[src/core/rsc_pkg.sv]
// Purpose: Constants and types for the reset source combiner.
// Assumes: 50 MHz CLK_I, AXI4-Lite register access, 32-bit data.
// Notes:   Cause bit positions follow the packed order of rsc_cause_t.
// Operation
// RL1: Nine reset sources feed the block: power-on plus eight input sources.
// RL2: System reset output is active whenever any source is active.
// RL3: Reset-affected registers are forced to their reset values during system reset.
// RL4: Retained registers are undefined at power-on and survive all other resets.
// RL5: Each reset sets its own cause bit in the reset cause register.
// RL6: Power-on clears all cause bits except brown-out and power-on, which set.
// RL7: Software can set or clear any cause bit at any time; a clear does not take while that bit's source is still active.
// RL8: Software setting a cause bit only changes status, never resets.
// RL9: Software should clear cause bits after reading them.
// RL10: System reset releases synchronously, only after every source is inactive.
package rsc_pkg;

  // ----------------------------------------------------------------
  // Register map (byte addresses)
  // ----------------------------------------------------------------
  localparam logic [3:0]  CAUSE_OFS  = 4'h0;
  localparam logic [3:0]  STATUS_OFS = 4'h4;
  localparam logic [3:0]  CTRL_OFS   = 4'h8;
  localparam logic [3:0]  RETAIN_OFS = 4'hC;

  // ----------------------------------------------------------------
  // Field layout and reset values
  // ----------------------------------------------------------------
  localparam int          CAUSE_W         = 9;
  localparam int          STAT_RST_BIT    = 0;
  localparam int          STAT_SRC_LSB    = 8;
  localparam int          CTRL_SWRST_BIT  = 0;
  localparam logic [8:0]  CAUSE_POR_VAL   = 9'h003;
  localparam logic [0:0]  CTRL_RST_VAL    = 1'h0;
  localparam int          RELEASE_STAGES  = 2;

  localparam logic [1:0]  RESP_OKAY   = 2'h0;
  localparam logic [1:0]  RESP_SLVERR = 2'h2;

  // ----------------------------------------------------------------
  // Types
  // ----------------------------------------------------------------
  // Packed MSB first: power_on lands in bit 0, brownout in bit 1
  typedef struct packed {
    logic uninit_wreg_reset;
    logic illegal_opcode_reset;
    logic trap_conflict_reset;
    logic config_mismatch_reset;
    logic watchdog_reset;
    logic software_reset_instr;
    logic external_pin_reset;
    logic brownout_reset;
    logic power_on_reset;
  } rsc_cause_t;

endpackage : rsc_pkg

[src/core/rsc_release.sv]
// Purpose: Holds a reset level asserted until its request stays low for a few cycles.
// Assumes: hold_i is synchronous to clk_i.
// Notes:   Asserts asynchronously on arst_n_i, releases only on a clock edge.
module rsc_release #(
  parameter int STAGES = 2
) (
  input  wire logic clk_i,
  input  wire logic arst_n_i,
  input  wire logic hold_i,
  output logic      rst_o
);

  logic [STAGES-1:0] pipe_q;

  // ----------------------------------------------------------------
  // Release pipeline
  // ----------------------------------------------------------------
  // Any request refills the pipe, so release needs STAGES quiet cycles
  always_ff @(posedge clk_i or negedge arst_n_i) begin
    if (!arst_n_i) begin
      pipe_q <= '1;
    end else if (hold_i) begin
      pipe_q <= '1;
    end else begin
      pipe_q <= {pipe_q[STAGES-2:0], 1'b0};
    end
  end

  assign rst_o = pipe_q[STAGES-1];

endmodule : rsc_release

[src/core/rsc_top.sv]
// Purpose: Merges reset sources into one system reset and records the reset cause.
// Assumes: Source inputs are active high and synchronous to CLK_I.
// Notes:   ARST_N_I is the power-on reset; the bus slave itself survives system reset.
module rsc_top
  import rsc_pkg::*;
(
  input  wire logic        CLK_I,
  input  wire logic        ARST_N_I,
  input  wire logic        EXTERNAL_PIN_RESET_I,
  input  wire logic        SOFTWARE_RESET_INSTR_I,
  input  wire logic        WATCHDOG_RESET_I,
  input  wire logic        BROWNOUT_RESET_I,
  input  wire logic        CONFIG_MISMATCH_RESET_I,
  input  wire logic        TRAP_CONFLICT_RESET_I,
  input  wire logic        ILLEGAL_OPCODE_RESET_I,
  input  wire logic        UNINIT_WREG_RESET_I,
  output logic             SYSTEM_RESET_OUT_O,
  input  wire logic [3:0]  AWADDR_I,
  input  wire logic        AWVALID_I,
  output logic             AWREADY_O,
  input  wire logic [31:0] WDATA_I,
  input  wire logic [3:0]  WSTRB_I,
  input  wire logic        WVALID_I,
  output logic             WREADY_O,
  output logic [1:0]       BRESP_O,
  output logic             BVALID_O,
  input  wire logic        BREADY_I,
  input  wire logic [3:0]  ARADDR_I,
  input  wire logic        ARVALID_I,
  output logic             ARREADY_O,
  output logic [31:0]      RDATA_O,
  output logic [1:0]       RRESP_O,
  output logic             RVALID_O,
  input  wire logic        RREADY_I
);

  rsc_cause_t  live_src;
  rsc_cause_t  cause_q;
  rsc_cause_t  cause_d;
  logic        any_src;
  logic        sys_rst;
  logic [0:0]  ctrl_q;
  logic [31:0] retain_q;

  logic        awready_q;
  logic        wready_q;
  logic        bvalid_q;
  logic [1:0]  bresp_q;
  logic        arready_q;
  logic        rvalid_q;
  logic [1:0]  rresp_q;
  logic [31:0] rdata_q;
  logic        aw_held_q;
  logic        w_held_q;
  logic [3:0]  waddr_q;
  logic [31:0] wdata_q;
  logic [3:0]  wstrb_q;
  logic        wr_go;
  logic        wr_cause;
  logic        wr_ctrl;
  logic        wr_retain;
  logic        wr_hit;

  // ----------------------------------------------------------------
  // Source merge
  // ----------------------------------------------------------------
  // Power-on comes in through ARST_N_I, so its live bit is never seen here
  always_comb begin
    live_src                       = '0;
    live_src.external_pin_reset    = EXTERNAL_PIN_RESET_I;    // [RL1]
    live_src.software_reset_instr  = SOFTWARE_RESET_INSTR_I | ctrl_q[CTRL_SWRST_BIT]; // [RL1]
    live_src.watchdog_reset        = WATCHDOG_RESET_I;        // [RL1]
    live_src.brownout_reset        = BROWNOUT_RESET_I;        // [RL1]
    live_src.config_mismatch_reset = CONFIG_MISMATCH_RESET_I; // [RL1]
    live_src.trap_conflict_reset   = TRAP_CONFLICT_RESET_I;   // [RL1]
    live_src.illegal_opcode_reset  = ILLEGAL_OPCODE_RESET_I;  // [RL1]
    live_src.uninit_wreg_reset     = UNINIT_WREG_RESET_I;     // [RL1]
  end

  assign any_src = |live_src; // [RL2]

  // Stretcher refills on any source and drops only after quiet cycles
  rsc_release #(
    .STAGES   (RELEASE_STAGES)
  ) u_release (
    .clk_i    (CLK_I),
    .arst_n_i (ARST_N_I),
    .hold_i   (any_src),  // [RL2] [RL10]
    .rst_o    (sys_rst)
  );

  assign SYSTEM_RESET_OUT_O = sys_rst;

  // ----------------------------------------------------------------
  // Write channel capture
  // ----------------------------------------------------------------
  assign wr_go     = aw_held_q && w_held_q && !bvalid_q;
  assign wr_cause  = wr_go && (waddr_q == CAUSE_OFS);
  assign wr_ctrl   = wr_go && (waddr_q == CTRL_OFS);
  assign wr_retain = wr_go && (waddr_q == RETAIN_OFS);
  assign wr_hit    = wr_cause || wr_ctrl || wr_retain || (waddr_q == STATUS_OFS);

  // Address and data are taken in either order; each ready drops once taken
  always_ff @(posedge CLK_I or negedge ARST_N_I) begin
    if (!ARST_N_I) begin
      awready_q <= 1'b1;
      aw_held_q <= 1'b0;
      waddr_q   <= 4'h0;
    end else if (AWVALID_I && awready_q) begin
      awready_q <= 1'b0;
      aw_held_q <= 1'b1;
      waddr_q   <= {AWADDR_I[3:2], 2'b00};
    end else if (wr_go) begin
      aw_held_q <= 1'b0;
    end else if (bvalid_q && BREADY_I) begin
      awready_q <= 1'b1;
    end
  end

  always_ff @(posedge CLK_I or negedge ARST_N_I) begin
    if (!ARST_N_I) begin
      wready_q <= 1'b1;
      w_held_q <= 1'b0;
      wdata_q  <= 32'h0000_0000;
      wstrb_q  <= 4'h0;
    end else if (WVALID_I && wready_q) begin
      wready_q <= 1'b0;
      w_held_q <= 1'b1;
      wdata_q  <= WDATA_I;
      wstrb_q  <= WSTRB_I;
    end else if (wr_go) begin
      w_held_q <= 1'b0;
    end else if (bvalid_q && BREADY_I) begin
      wready_q <= 1'b1;
    end
  end

  // ----------------------------------------------------------------
  // Write response
  // ----------------------------------------------------------------
  always_ff @(posedge CLK_I or negedge ARST_N_I) begin
    if (!ARST_N_I) begin
      bvalid_q <= 1'b0;
      bresp_q  <= RESP_OKAY;
    end else if (wr_go) begin
      bvalid_q <= 1'b1;
      bresp_q  <= wr_hit ? RESP_OKAY : RESP_SLVERR;
    end else if (bvalid_q && BREADY_I) begin
      bvalid_q <= 1'b0;
    end
  end

  // ----------------------------------------------------------------
  // Reset cause register
  // ----------------------------------------------------------------
  // A live source wins over a software clear in the same cycle
  always_comb begin
    cause_d = cause_q;
    if (wr_cause && wstrb_q[0]) begin
      cause_d[7:0] = wdata_q[7:0]; // [RL7] [RL8]
    end
    if (wr_cause && wstrb_q[1]) begin
      cause_d[8] = wdata_q[8]; // [RL7] [RL8]
    end
    cause_d = cause_d | live_src; // [RL5]
  end

  always_ff @(posedge CLK_I or negedge ARST_N_I) begin
    if (!ARST_N_I) begin
      cause_q <= CAUSE_POR_VAL; // [RL6]
    end else begin
      cause_q <= cause_d;
    end
  end

  // ----------------------------------------------------------------
  // Control register, reset-affected
  // ----------------------------------------------------------------
  // Writing the trigger raises the instruction source; the reset it
  // causes forces the bit back, so the request clears itself
  always_ff @(posedge CLK_I or negedge ARST_N_I) begin
    if (!ARST_N_I) begin
      ctrl_q <= CTRL_RST_VAL;
    end else if (sys_rst) begin
      ctrl_q <= CTRL_RST_VAL; // [RL3]
    end else if (wr_ctrl && wstrb_q[0]) begin
      ctrl_q[0] <= wdata_q[CTRL_SWRST_BIT];
    end
  end

  // ----------------------------------------------------------------
  // Retained scratch register
  // ----------------------------------------------------------------
  // No reset on purpose: contents are undefined after power-up and
  // carried unchanged through every system reset
  always_ff @(posedge CLK_I) begin
    for (int b = 0; b < 4; b++) begin
      if (wr_retain && wstrb_q[b]) begin
        retain_q[b*8 +: 8] <= wdata_q[b*8 +: 8]; // [RL4]
      end
    end
  end

  // ----------------------------------------------------------------
  // Read channel
  // ----------------------------------------------------------------
  always_ff @(posedge CLK_I or negedge ARST_N_I) begin
    if (!ARST_N_I) begin
      arready_q <= 1'b1;
      rvalid_q  <= 1'b0;
      rresp_q   <= RESP_OKAY;
      rdata_q   <= 32'h0000_0000;
    end else if (ARVALID_I && arready_q) begin
      arready_q <= 1'b0;
      rvalid_q  <= 1'b1;
      rresp_q   <= RESP_OKAY;
      rdata_q   <= 32'h0000_0000;
      unique case ({ARADDR_I[3:2], 2'b00})
        CAUSE_OFS: begin
          rdata_q[CAUSE_W-1:0] <= cause_q;
        end
        STATUS_OFS: begin
          rdata_q[STAT_RST_BIT]                       <= sys_rst;
          rdata_q[STAT_SRC_LSB +: CAUSE_W]            <= live_src;
        end
        CTRL_OFS: begin
          rdata_q[CTRL_SWRST_BIT] <= ctrl_q[0];
        end
        RETAIN_OFS: begin
          rdata_q <= retain_q;
        end
        default: begin
          rresp_q <= RESP_SLVERR;
        end
      endcase
    end else if (rvalid_q && RREADY_I) begin
      rvalid_q  <= 1'b0;
      arready_q <= 1'b1;
    end
  end

  assign AWREADY_O = awready_q;
  assign WREADY_O  = wready_q;
  assign BVALID_O  = bvalid_q;
  assign BRESP_O   = bresp_q;
  assign ARREADY_O = arready_q;
  assign RVALID_O  = rvalid_q;
  assign RRESP_O   = rresp_q;
  assign RDATA_O   = rdata_q;

endmodule : rsc_top

[config.mk]
export PLATFORM = sky130hd
export DESIGN_NAME = rsc_top
export DESIGN_NICKNAME = d
export VERILOG_FILES = /design/src/core/rsc_pkg.sv /design/src/core/rsc_release.sv /design/src/core/rsc_top.sv
export SDC_FILE = /design/constraint.sdc
export NUM_CORES = 1
export LEC_CHECK = 0
export CAP_MARGIN = 40
export CORE_ASPECT_RATIO = 0.7
export CORE_MARGIN = 1
export CORE_UTILIZATION = 57
export CTS_CLUSTER_SIZE = 40
export DETAILED_ROUTE_END_ITERATION = 8
export DONT_BUFFER_PORTS = 1
export PLACE_DENSITY = 0.83
export SYNTH_ARGS = -nofsm -noshare
export SYNTH_HDL_FRONTEND = slang
export SYNTH_SLANG_ARGS = --single-unit
[constraint.sdc]
create_clock -name CLK_I -period 1.64 [get_ports CLK_I]
set_input_delay 0.082 -clock CLK_I [delete_from_list [all_inputs] [get_ports CLK_I]]
set_output_delay 0.082 -clock CLK_I [all_outputs]
set_load 0.005 [all_outputs]
==> flow_metrics.py <==
metrics = {
    "status": {
        "outcome": "finished, violations left",
        "violations": "hold timing",
    },
    "yosys": {
        "synth_area_leaders": "dfrtp_1 (44%), edfxtp_1 (20%), mux2_2 (9.4%)",
        "ys.warnings.count": 0,
        "ys_types": 33,
        "mappedNetlistArea_sq_um": 4690,
        "syn_avg_cell_area_sq_um": 13.4,
        "synth-main-ff-cell": "dfrtp_1",
        "synth-edff-count": 32,
        "synth-seq-cells": 122,
        "synth_area_leader_cell": "dfrtp_1",
        "syn-instance-count": 349,
        "synthDominantCellAreaShare_pct": 44.3,
        "ys_seq_area_share_pct": 68.7,
        "async_flop_share_pct": 73.8,
    },
    "pwr": {
        "power_leakage_nw": 2.48,
        "power_mw": 9.81,
        "powerDensity_nw_per_um2": 1650,
        "irDropWorstVdd_mv": 1.42,
    },
    "floorplan": {
        "initial_core_util_pct": 59.3,
        "row_count": 27,
        "io_pins": 101,
        "core-area_sq_um": 7910,
        "dieHeight_um": 77.9,
        "die_w_um": 110,
        "dieArea_sq_um": 8600,
    },
    "global_routing": {
        "antenna_found_initial": 0,
        "grt-ovfl-total": 0,
        "met1_usage_pct": 33.4,
        "grt_pass1_wl_um": 15400,
        "grt_max_degree": 91,
        "met2_usage_pct": 36.8,
        "grt_busiest_layer": "met2",
        "grt.met3_usage_pct": 12.2,
        "grt_pass1_vias": 2959,
        "track_usage_pct": 25.2,
    },
    "layout": {
        "final_common_cell": "dfrtp_1",
        "drive_gt1_share_pct": 22.3,
        "area_delta_synth_final_pct": 27.0,
        "nFillCells": 505,
        "fin_nets": 477,
        "instances_no_fill": 527,
        "final_cell_mix": "dfrtp_1 (83), dlygate4sd3_1 (54), nand2_1 (53)",
        "regArea_sq_um": 3220,
        "multiInputGateArea_sq_um": 1370,
        "num_antenna_cells": 0,
        "finalInstanceArea_sq_um": 5950,
    },
    "clock_tree": {
        "clk_pin_slew_worst_paths_ns": 0.06,
        "cts_buffer_depth": 2,
        "holdBufCountCts": 54,
        "clkSinkCount": 122,
        "root_buffer": "clkbuf_16",
        "clk-insertion-delay-late_ns": 0.41,
        "h-tree-depth": 4,
        "tritoncts": "built",
        "numCtsBuffers": 17,
    },
    "timing": {
        "fin_skew_ns": 0.00793,
        "setup_violations": 0,
        "fin_crit_ns": 1.60,
        "hold_violations": 90,
        "fin_tns_setup_ns": 0,
        "grt_setup_unrepaired": "false",
        "fin_crit_sh_pct": 97.5,
        "slew_violations": 0,
        "max_freq_ghz": 0.625,
        "holdWs_ns": -0.637,
    },
    "setup_path": {
        "startpoint_type": "flop",
        "slowest_delay_ns": 0.37,
        "cpMostUsedCell": "buf_4",
        "crit_type": "reg2reg",
        "worst-r2r-cell-count": 5,
        "cp-end-kind": "flop",
        "slowest_stage": "dfrtp_1",
        "cp.required_ns": 1.95,
        "path_max_fanout": 7,
        "arrival_ns": 1.91,
        "crit_chain": "buf_4 -> and4bb_1 -> and3b_1 -> buf_4 -> mux2i_1",
    },
    "detailed_routing": {
        "vias": 2893,
        "wl_um": 9640,
        "viasPerCell": 5.49,
        "avgRoutedWirePerCell_um": 18.3,
        "drtAntennaViolNets": 0,
        "drcViolationCount": 0,
        "drt_iter0_drc": 173,
        "dr.pass1.iters": 5,
    },
    "placement": {
        "placed_area_sq_um": 4790,
        "gp_congestion": 0.798,
        "port_buffers": 0,
        "place_hpwl_um": 6090,
        "post-place-cells": 441,
    },
    "min_path": {
        "worst_hold_path_type": "in2async",
    },
    "run": {
        "maxCapViolCount": 0,
    },
}
-- per-layer routing --
metal	vias up	wire length, um
met5	-	0
met4	0	140
met3	16	852
met2	99	4500
met1	1428	4140
li1	1350	-
-- path summary, 6_finish.rpt --
check                            startpoint      endpoint  slack [ns]
worst max-delay path               BVALID_O    cause_q[3]        0.04
worst min-delay path               ARST_N_I    wstrb_q[2]       -0.64
worst max register to register     BVALID_O    cause_q[3]        0.04
worst min register to register  wdata_q[11]  retain_q[11]        0.44
max in group asynchronous          ARST_N_I     ARREADY_O        2.08
min in group CLK_I                ARVALID_I    RDATA_O[7]        0.06
-- state kept, by name, summed over array words and instances, names as in the netlist, 2 cells and up --
signal / flops
RDATA_O: 32
wdata_q: 32
waddr_q: 2
wstrb_q: 4
u_release.pipe_q: 2
retain_q: 32
cause_q: 9
-- final cells by class --
type / instances / share of cell area (%)
timing repair buffer: 62 / 10.1
inverter: 6 / 0.378
sequential: 122 / 54.1
clock buffer: 19 / 7.44
multi-input combinational: 204 / 22.9
tap: 101 / 2.12
clock inverter: 13 / 2.92
-- cells in the mapped netlist, types with 2 or more instances --
library cell and n:
buf_2 4, nor3_1 3, mux2_2 39, or2_2 2
nor2_1 16, a21oi_1 2, inv_1 6, buf_4 3
edfxtp_1 32, nand2_1 55, clkbuf_1 10, dfrtp_1 83
a22oi_1 15, ha_1 5, and2_1 5, mux2i_1 11
o21ai_0 36, dfstp_2 7
-- logic make-up after synthesis --
family	Yosys count	synth area share (%)
other cells	1	0.0800
simple gates	89	8.33
flops	122	68.7
buf+inv	25	2.51
fa+ha+maj	5	1.33
compound gates	56	6.99
mux	51	12.0
-- critical path: cells and delay by family, from the launching register on --
| family | cells | cell delay (ns) |
|---|---|---|
| DFF | 1 | 0.37 |
| muxes | 1 | 0.26 |
| and+or+nand+nor | 2 | 0.51 |
| buffers and inverters | 2 | 0.36 |
-- where the power goes --
| group | internal [mW] | switching [mW] |
|---|---|---|
| logic | 0.720 | 0.496 |
| clock network | 2.57 | 1.30 |
| registers | 4.11 | 0.617 |
-- repair_timing --
action,4_1_cts,5_1_grt
hold endpoints to repair,152,90
resized for setup,0,4
buffers inserted,0,0
setup endpoints to repair,0,32
-- metrics by stage --
step / utilization, % / hold slack [ns] / setup WS, ns
2_1_floorplan: - / -0.214 / 0.241
3_3_place_gp: 60.6 / -0.212 / 0.0292
3_5_place_dp: 60.6 / -0.212 / 0.0251
4_1_cts: 75.3 / -0.653 / 0.0116
5_1_grt: 75.3 / -0.659 / 0.00606
6_report: 75.3 / -0.637 / 0.0404
(Power assumes the default switching activity.)
